`config.mk`:
```
export PLATFORM = sky130hd
export DESIGN_NAME = cfgio_ports
export DESIGN_NICKNAME = d
export VERILOG_FILES = /design/src/logic/cfgio_port_mux.v /design/src/logic/cfgio_ports.v
export VERILOG_INCLUDE_DIRS = /design/src /design/src/logic
export SDC_FILE = /design/constraint.sdc
export NUM_CORES = 1
export LEC_CHECK = 0
export ABC_CLOCK_PERIOD_IN_PS = 2000
export BUFFER_PORTS_ARGS = -buffer_cell sky130_fd_sc_hd__buf_2
export CAP_MARGIN = 20
export CORE_ASPECT_RATIO = 1.4
export CORE_MARGIN = 2
export CORE_UTILIZATION = 35
export DETAILED_ROUTE_END_ITERATION = 8
export GPL_ROUTABILITY_DRIVEN = 0
export PLACE_DENSITY = 0.57
export SLEW_MARGIN = 25
export SYNTH_ARGS = -nofsm -noshare
export SYNTH_HDL_FRONTEND = slang
export SYNTH_HIERARCHICAL = 1
export SYNTH_SLANG_ARGS = --single-unit
```
`constraint.sdc`:
```
create_clock -name sys_clk -period 2 [get_ports sys_clk]
set_input_delay 0.2 -clock sys_clk [delete_from_list [all_inputs] [get_ports sys_clk]]
set_output_delay 0.2 -clock sys_clk [all_outputs]
set_load 0.005 [all_outputs]
```
`src/logic/cfgio_consts.vh`:
```
/*
  Constants for the configurable I/O port block: pin layout, register
  map, availability masks per mode and reset values.
  Assumes the includer works on a 56-bit pin vector, port A in the
  lowest byte, ports A to G at byte lanes 0 to 6.
*/
`ifndef CFGIO_CONSTS_VH
`define CFGIO_CONSTS_VH

// ----------------------------------------------------------------
// Pin layout
// ----------------------------------------------------------------
`define CFGIO_NPORT      7
`define CFGIO_PORT_W     8
`define CFGIO_PIN_W      56
`define CFGIO_ADDR_W     16
`define CFGIO_DPORT_W    16
`define CFGIO_PORT_D     3
`define CFGIO_PORT_E     4
`define CFGIO_PORT_F     5
`define CFGIO_PORT_G     6

// ----------------------------------------------------------------
// Register map, word index = {kind, port}
// ----------------------------------------------------------------
`define CFGIO_AV_ADDR_W  6
`define CFGIO_KIND_PIN   3'h0
`define CFGIO_KIND_DOUT  3'h1
`define CFGIO_KIND_DIR   3'h2
`define CFGIO_KIND_CTL   3'h3
`define CFGIO_KIND_LOUT  3'h4
`define CFGIO_REG_RESET  8'h00

// ----------------------------------------------------------------
// Availability masks per mode
// ----------------------------------------------------------------
`define CFGIO_IMPL_MASK  56'hFFFFFF0FFFFFFF
`define CFGIO_LOUT_AVAIL 56'h00000000FFFFFF
`define CFGIO_LIN_AVAIL  56'h00FF000FFFFFFF
`define CFGIO_ADDR_AVAIL 56'hFFFFFF00000000
`define CFGIO_DP_AVAIL   56'hFFFF0000000000
`define CFGIO_BURST_LOW  56'h000F0F00000000

`endif

```
`src/logic/cfgio_port_mux.v`:
```
/*
  Output multiplexer for one 8-bit port: picks the pin source and the
  pin enable from the fixed configuration and the host registers.
  Assumes all inputs come from logic on sys_clk.
*/
`timescale 1ns/1ns
module cfgio_port_mux (
  input  wire       sys_clk,
  input  wire       reset_n,
  input  wire [7:0] dout,
  input  wire [7:0] dir,
  input  wire [7:0] ctl,
  input  wire [7:0] lout,
  input  wire [7:0] loe,
  input  wire [7:0] addr,
  input  wire [7:0] addr_ok,
  input  wire [7:0] cfg_lout,
  input  wire [7:0] cfg_lin,
  input  wire [7:0] cfg_dp,
  input  wire [7:0] dp_data,
  input  wire       dp_oe,
  input  wire [7:0] pattern,
  input  wire       pat_act,
  output reg  [7:0] pin_out_q,
  output reg  [7:0] pin_oe_q
);

  reg [7:0] pin_out_d;
  reg [7:0] pin_oe_d;
  integer   i;

  // ----------------------------------------------------------------
  // Per-pin source select
  // ----------------------------------------------------------------
  always @* begin
    pin_out_d = 8'h00;
    pin_oe_d  = 8'h00;
    for (i = 0; i < 8; i = i + 1) begin
      if (cfg_dp[i]) begin
        if (pat_act) begin
          pin_out_d[i] = pattern[i];
          pin_oe_d[i]  = 1'b1;
        end else begin
          pin_out_d[i] = dp_data[i];
          pin_oe_d[i]  = dp_oe;
        end
      end else if (cfg_lout[i]) begin
        pin_out_d[i] = lout[i];
        pin_oe_d[i]  = loe[i];
      end else if (addr_ok[i] &&
                   (loe[i] || (dir[i] && ctl[i]))) begin
        pin_out_d[i] = addr[i];
        pin_oe_d[i]  = 1'b1;
      end else if (!cfg_lin[i]) begin
        pin_out_d[i] = dout[i];
        pin_oe_d[i]  = dir[i];
      end
    end
  end

  always @(posedge sys_clk) begin
    if (!reset_n) begin
      pin_out_q <= 8'h00;
      pin_oe_q  <= 8'h00;
    end else begin
      pin_out_q <= pin_out_d;
      pin_oe_q  <= pin_oe_d;
    end
  end

endmodule

```
`src/logic/cfgio_ports.v`:
```
/*
  Seven configurable I/O ports (six of eight pins, one of four) with
  host registers over Avalon-MM, output multiplexing and readback.
  Assumes pin inputs are asynchronous; logic array, latched address,
  data-port and host reset-state inputs are on sys_clk.
*/
// Design decisions made here: the Avalon-MM interface to the registers and the register addresses.
// Summary of operation
// - Seven ports: six with eight pins, port D with four pins.
// - Per-pin mux picks output register, latched address or logic output.
// - Readback places one selected source at a time on read data.
// - Data-out and direction reads return current host-written contents; control reads do so on E, F, G only.
// - Logic, data-port, burst-host and reset-pattern modes are fixed.
// - A pin serves only one function, by fixed priority.
// - Each mode is allowed only on its documented ports.
// - On E, F, G control 0 is host I/O, 1 with direction is address.
// - Direction bit 1 makes an output, 0 an input, writable anytime.
// - Output pins drive the data-out register; inputs read live pins.
// - Ports A, B, C have no control register, host I/O by default.
// - Logic mode pins feed the logic cells or take logic outputs.
// - Address out when logic enable term or direction and control set.
// - Address nibbles map onto E, F low/high and G low/high nibbles.
// - Burst host: E and F low nibbles carry no address.
// - All configuration registers reset to zero, pins start as inputs.
// - Port D direction has only four active bits.
// - Reset pattern drives data-port pins of F and G during reset with no bus cycle.
`timescale 1ns/1ns
`include "cfgio_consts.vh"
module cfgio_ports #(
  parameter [55:0] CFG_LOGIC_OUT = 56'h00000000000000,
  parameter [55:0] CFG_LOGIC_IN  = 56'h00000000000000,
  parameter [55:0] CFG_DATA_PORT = 56'h00000000000000,
  parameter        CFG_RST_PAT   = 1'b0,
  parameter [15:0] RST_PATTERN   = 16'h0000,
  parameter        CFG_BURST     = 1'b0
) (
  input  wire        sys_clk,
  input  wire        reset_n,
  input  wire [5:0]  avs_address,
  input  wire        avs_read,
  input  wire        avs_write,
  input  wire [31:0] avs_writedata,
  input  wire [3:0]  avs_byteenable,
  output reg  [31:0] avs_readdata,
  output reg         avs_waitrequest,
  input  wire [55:0] pin_in,
  output wire [55:0] pin_out,
  output wire [55:0] pin_oe,
  input  wire [55:0] logic_out,
  input  wire [55:0] logic_oe,
  output reg  [55:0] logic_in_q,
  input  wire [15:0] latched_addr,
  input  wire [15:0] dport_data,
  input  wire        dport_oe,
  input  wire        host_rst_act,
  input  wire        bus_cycle_act
);

  // ----------------------------------------------------------------
  // Fixed configuration
  // ----------------------------------------------------------------
  // fixed modes
  wire [55:0] cfg_lout;
  wire [55:0] cfg_lin;
  wire [55:0] cfg_dp;
  wire [55:0] addr_ok;

  assign cfg_lout = CFG_LOGIC_OUT & `CFGIO_LOUT_AVAIL & `CFGIO_IMPL_MASK;
  assign cfg_lin  = CFG_LOGIC_IN & `CFGIO_LIN_AVAIL & `CFGIO_IMPL_MASK;
  assign cfg_dp   = CFG_DATA_PORT & `CFGIO_DP_AVAIL;

  // ----------------------------------------------------------------
  // Address-out availability
  // ----------------------------------------------------------------
  // burst host
  assign addr_ok = CFG_BURST ?
                   (`CFGIO_ADDR_AVAIL & ~`CFGIO_BURST_LOW) :
                   `CFGIO_ADDR_AVAIL;

  // ----------------------------------------------------------------
  // Host registers
  // ----------------------------------------------------------------
  reg  [55:0] dout_q;
  reg  [55:0] dir_q;
  reg  [55:0] ctl_q;
  reg  [55:0] pin_s1_q;
  reg  [55:0] pin_s2_q;
  reg  [31:0] readdata_d;
  wire [2:0]  kind;
  wire [2:0]  port;
  wire [4:0]  ksel;
  wire        take_wr;
  wire [55:0] wr_mask;
  wire [55:0] wr_bits;

  assign kind = avs_address[5:3];
  assign port = avs_address[2:0];
  assign ksel = (port < `CFGIO_NPORT) ? kind_sel(kind) : 5'h00;

  // ----------------------------------------------------------------
  // Register decode
  // ----------------------------------------------------------------
  // Byte of a port within the 56-bit vector
  function [7:0] port_byte;
    input [55:0] vec;
    input [2:0]  idx;
    begin
      case (idx)
        3'h0:    port_byte = vec[7:0];
        3'h1:    port_byte = vec[15:8];
        3'h2:    port_byte = vec[23:16];
        3'h3:    port_byte = vec[31:24];
        3'h4:    port_byte = vec[39:32];
        3'h5:    port_byte = vec[47:40];
        3'h6:    port_byte = vec[55:48];
        default: port_byte = 8'h00;
      endcase
    end
  endfunction

  // One-hot lane mask for a port
  function [55:0] port_mask;
    input [2:0] idx;
    begin
      case (idx)
        3'h0:    port_mask = 56'h000000000000FF;
        3'h1:    port_mask = 56'h0000000000FF00;
        3'h2:    port_mask = 56'h00000000FF0000;
        3'h3:    port_mask = 56'h000000FF000000;
        3'h4:    port_mask = 56'h0000FF00000000;
        3'h5:    port_mask = 56'h00FF0000000000;
        3'h6:    port_mask = 56'hFF000000000000;
        default: port_mask = 56'h00000000000000;
      endcase
    end
  endfunction

  // One-hot register kind, shared by write and readback
  function [4:0] kind_sel;
    input [2:0] k;
    begin
      case (k)
        `CFGIO_KIND_PIN:  kind_sel = 5'h01;
        `CFGIO_KIND_DOUT: kind_sel = 5'h02;
        `CFGIO_KIND_DIR:  kind_sel = 5'h04;
        `CFGIO_KIND_CTL:  kind_sel = 5'h08;
        `CFGIO_KIND_LOUT: kind_sel = 5'h10;
        default:          kind_sel = 5'h00;
      endcase
    end
  endfunction

  // ----------------------------------------------------------------
  // Write qualification
  // ----------------------------------------------------------------
  // write at ack edge
  assign take_wr = avs_write && !avs_waitrequest &&
                   avs_byteenable[0];

  assign wr_mask = port_mask(port) & `CFGIO_IMPL_MASK;
  assign wr_bits = {7{avs_writedata[7:0]}};

  // ----------------------------------------------------------------
  // Avalon handshake, one wait cycle then one acknowledge cycle
  // ----------------------------------------------------------------
  always @(posedge sys_clk) begin
    if (!reset_n) begin
      avs_waitrequest <= 1'b1;
    end else if ((avs_read || avs_write) && avs_waitrequest) begin
      avs_waitrequest <= 1'b0;
    end else begin
      avs_waitrequest <= 1'b1;
    end
  end

  always @(posedge sys_clk) begin
    if (!reset_n) begin
      avs_readdata <= 32'h00000000;
    end else if (avs_read && avs_waitrequest) begin
      avs_readdata <= readdata_d;
    end
  end

  // ----------------------------------------------------------------
  // Register bank
  // ----------------------------------------------------------------
  // reset zero
  always @(posedge sys_clk) begin
    if (!reset_n) begin
      dout_q <= {7{`CFGIO_REG_RESET}};
    end else if (take_wr && ksel[1]) begin
      dout_q <= (dout_q & ~wr_mask) | (wr_bits & wr_mask);
    end
  end

  always @(posedge sys_clk) begin
    if (!reset_n) begin
      dir_q <= {7{`CFGIO_REG_RESET}};
    end else if (take_wr && ksel[2]) begin
      dir_q <= (dir_q & ~wr_mask) | (wr_bits & wr_mask);
    end
  end

  always @(posedge sys_clk) begin
    if (!reset_n) begin
      ctl_q <= {7{`CFGIO_REG_RESET}};
    end else if (take_wr && ksel[3]) begin
      ctl_q <= (ctl_q & ~(wr_mask & `CFGIO_ADDR_AVAIL)) |
               (wr_bits & wr_mask & `CFGIO_ADDR_AVAIL);
    end
  end

  // ----------------------------------------------------------------
  // Pin input synchroniser
  // ----------------------------------------------------------------
  always @(posedge sys_clk) begin
    if (!reset_n) begin
      pin_s1_q <= 56'h00000000000000;
      pin_s2_q <= 56'h00000000000000;
    end else begin
      pin_s1_q <= pin_in;
      pin_s2_q <= pin_s1_q;
    end
  end

  // ----------------------------------------------------------------
  // Readback buffer
  // ----------------------------------------------------------------
  // one source
  always @* begin
    readdata_d = 32'h00000000;
    if (ksel[0]) begin
      readdata_d[7:0] = port_byte(pin_s2_q & `CFGIO_IMPL_MASK, port);
    end
    if (ksel[1]) begin
      readdata_d[7:0] = port_byte(dout_q, port);
    end
    if (ksel[2]) begin
      readdata_d[7:0] = port_byte(dir_q, port);
    end
    if (ksel[3]) begin
      readdata_d[7:0] = port_byte(ctl_q, port);
    end
    if (ksel[4]) begin
      readdata_d[7:0] = port_byte(logic_out & cfg_lout, port);
    end
  end

  // ----------------------------------------------------------------
  // Logic array inputs
  // ----------------------------------------------------------------
  always @(posedge sys_clk) begin
    if (!reset_n) begin
      logic_in_q <= 56'h00000000000000;
    end else begin
      logic_in_q <= pin_s2_q & cfg_lin;
    end
  end

  // ----------------------------------------------------------------
  // Address, data-port and pattern routing
  // ----------------------------------------------------------------
  wire [55:0] impl_mask;
  wire [55:0] addr_vec;
  wire [55:0] dp_vec;
  wire [55:0] pat_vec;
  wire [55:0] dir_eff;
  wire        pat_act;

  assign impl_mask = `CFGIO_IMPL_MASK;

  assign addr_vec[31:0]  = 32'h00000000;
  assign addr_vec[35:32] = latched_addr[3:0];
  assign addr_vec[39:36] = latched_addr[7:4];
  assign addr_vec[43:40] = latched_addr[3:0];
  assign addr_vec[47:44] = latched_addr[7:4];
  assign addr_vec[51:48] = latched_addr[11:8];
  assign addr_vec[55:52] = latched_addr[15:12];

  // ----------------------------------------------------------------
  // Data port and reset pattern
  // ----------------------------------------------------------------
  assign dp_vec[39:0]   = 40'h0000000000;
  assign dp_vec[47:40]  = dport_data[7:0];
  assign dp_vec[55:48]  = dport_data[15:8];
  assign pat_vec[39:0]  = 40'h0000000000;
  assign pat_vec[47:40] = RST_PATTERN[7:0];
  assign pat_vec[55:48] = RST_PATTERN[15:8];

  assign pat_act = CFG_RST_PAT && host_rst_act && !bus_cycle_act;

  // ----------------------------------------------------------------
  // Host I/O direction guard
  // ----------------------------------------------------------------
  // logic input guard
  assign dir_eff = dir_q & ~cfg_lin;

  // ----------------------------------------------------------------
  // Per-port output multiplexers
  // ----------------------------------------------------------------
  // seven ports
  genvar g;
  generate
    for (g = 0; g < `CFGIO_NPORT; g = g + 1) begin : gen_port
      wire [7:0] p_out;
      wire [7:0] p_oe;
      cfgio_port_mux u_mux (
        .sys_clk   (sys_clk),
        .reset_n   (reset_n),
        .dout      (dout_q[g*8 +: 8]),
        .dir       (dir_eff[g*8 +: 8]),
        .ctl       (ctl_q[g*8 +: 8]),
        .lout      (logic_out[g*8 +: 8]),
        .loe       (logic_oe[g*8 +: 8]),
        .addr      (addr_vec[g*8 +: 8]),
        .addr_ok   (addr_ok[g*8 +: 8]),
        .cfg_lout  (cfg_lout[g*8 +: 8]),
        .cfg_lin   (cfg_lin[g*8 +: 8]),
        .cfg_dp    (cfg_dp[g*8 +: 8]),
        .dp_data   (dp_vec[g*8 +: 8]),
        .dp_oe     (dport_oe),
        .pattern   (pat_vec[g*8 +: 8]),
        .pat_act   (pat_act),
        .pin_out_q (p_out),
        .pin_oe_q  (p_oe)
      );
      assign pin_out[g*8 +: 8] = p_out & impl_mask[g*8 +: 8];
      assign pin_oe[g*8 +: 8]  = p_oe;
    end
  endgenerate

endmodule

```
==> run metrics <==
status=finished clean; Tcrit/Tclk final=0.878; synthesized area per cell=8.90 um2; Die Height=272 um; worst min-delay path category=primary input to register; IR drop worst, VDD=0.607 mV; leakage=between 10 and 15 nW; Wirelength per Cell=about 15 um; vias per cell=4.31; clk_skew=0.0135 ns; DR pass1 iterations=5; IO buf count=328; worst slew pin tran=0.728 ns; R2R setup slack=approximately 0.24 ns; GRT Util Overall=0.223; dpl cells=3968; Core Footprint=50800 um2; TritonCTS buffer count=37; Vias=about 18000; Sink Count=between 300 and 400; Initial Utilization=0.353; CTS tree=yes; CTS max path bufs=3; CP Max Fanout=3; depth of the CTS H-tree=2; post-DP HPWL=47300 um; Req. time, crit path=2.44 ns; maxcap violations=0; TNS Setup=0 ns; RSZ-0062 raised after global routing=no; power density over cell area=about 640 nW/um2; die area=between 50000 and 60000 um2; Worst-Skew Late Latency=0.54 ns; clk slew on worst S/H paths=0.07 ns; Pwr Total=16.5 mW; crit path kind=register to register; Max-slew headroom=0.502; # IOs=450; initial drt markers=around 890; initial antenna violation count=5; Remaining DRCs=0; achievable frequency=around 570 MHz; Critical Path End Type=register; WL final=slightly above 60000 um; share of layout cells above drive strength 1=0.155; CP Launch Type=register; pins over their slew limit=0; warnings from Yosys=6; final net count=3660; post-CTS setup buffer count=0; commonest non-fill, non-tap cell in the layout=conb_1; first-pass GRT wire length=92000 um; Mapped Area=~18000 um2; row count=98; final count of negative-setup-slack endpoints=0; vias in the first global route=roughly 17000; global route overflow=0; largest net degree at the start of global routing=96; Synth Instances=2010; final cell count without fillers=between 4000 and 5000; most frequent cells in the layout=conb_1, dfxtp_1, buf_2, nand2_1, a21oi_1; Final ANT Viol Nets=0; Final Hold Vio Count=0; Period minus WS final=1.76 ns; Die W=195 um; WP data arrival=2.20 ns; clk root buf=clkbuf_16; Syn-to-layout area delta=44.6%
[path summary, 6_finish.rpt]
| path | depth (start not counted) | to | start |
|---|---|---|---|
| worst max-delay path | 5 | avs_readdata[6] | register |
| worst min-delay path | 3 | gen_port[6].u_mux/pin_oe_q[1] | logic_oe[49] |
| worst min register to register | 1 | pin_s2_q[3] | pin_s1_q[3] |
| worst max register to register | 5 | avs_readdata[6] | register |
[worst max-delay path, cell delays in order (launching register included)]
cell and delay (ns):
dfxtp_1 0.40, mux4_2 0.50, nand2_1 0.10, o21ai_0 0.09, a221o_1 0.35, a32o_1 0.21
[through the flow]
stage	utilization	cell area [um2]	setup WS, ns	hold slack, ns
floorplan	-	21900	0.384	0.316
global placement	0.475	24100	0.0264	0.406
detailed placement	0.475	24100	0.0475	0.409
CTS	0.510	25900	0.241	0.00203
global route	0.510	25900	0.168	0.0255
finish	0.510	25900	0.245	0.0154
[power by group]
group	leakage, nW	internal [mW]	switching (mW)
registers	2.87	7.22	0.0831
clock network	0.589	4.06	3.05
logic	9.08	0.916	1.13
total	12.5	12.2	4.26
[repair_timing]
item / CTS / global route
hold buffers: 54 / 0
resized for setup: 0 / 0
hold endpoints to repair: 53 / 0
[layout make-up]
cell class	count	area, um2
fill	4978	24900
multi-input combinational	2491	13600
sequential	349	6990
timing repair buffer	476	3040
clock buffer	45	1020
tap	650	813
clock inverter	21	216
inverter	56	211
antenna	4	10.0
[routing by layer]
layer	vias to the layer above	track usage	wire length [um]
met5	-	0	21
met3	108	0.0321	3570
met1	7999	0.251	23000
met2	525	0.423	31700
met4	4	0.0840	2170
li1	8989	-	-
No activity file was read; power rests on OpenSTA's default activity.
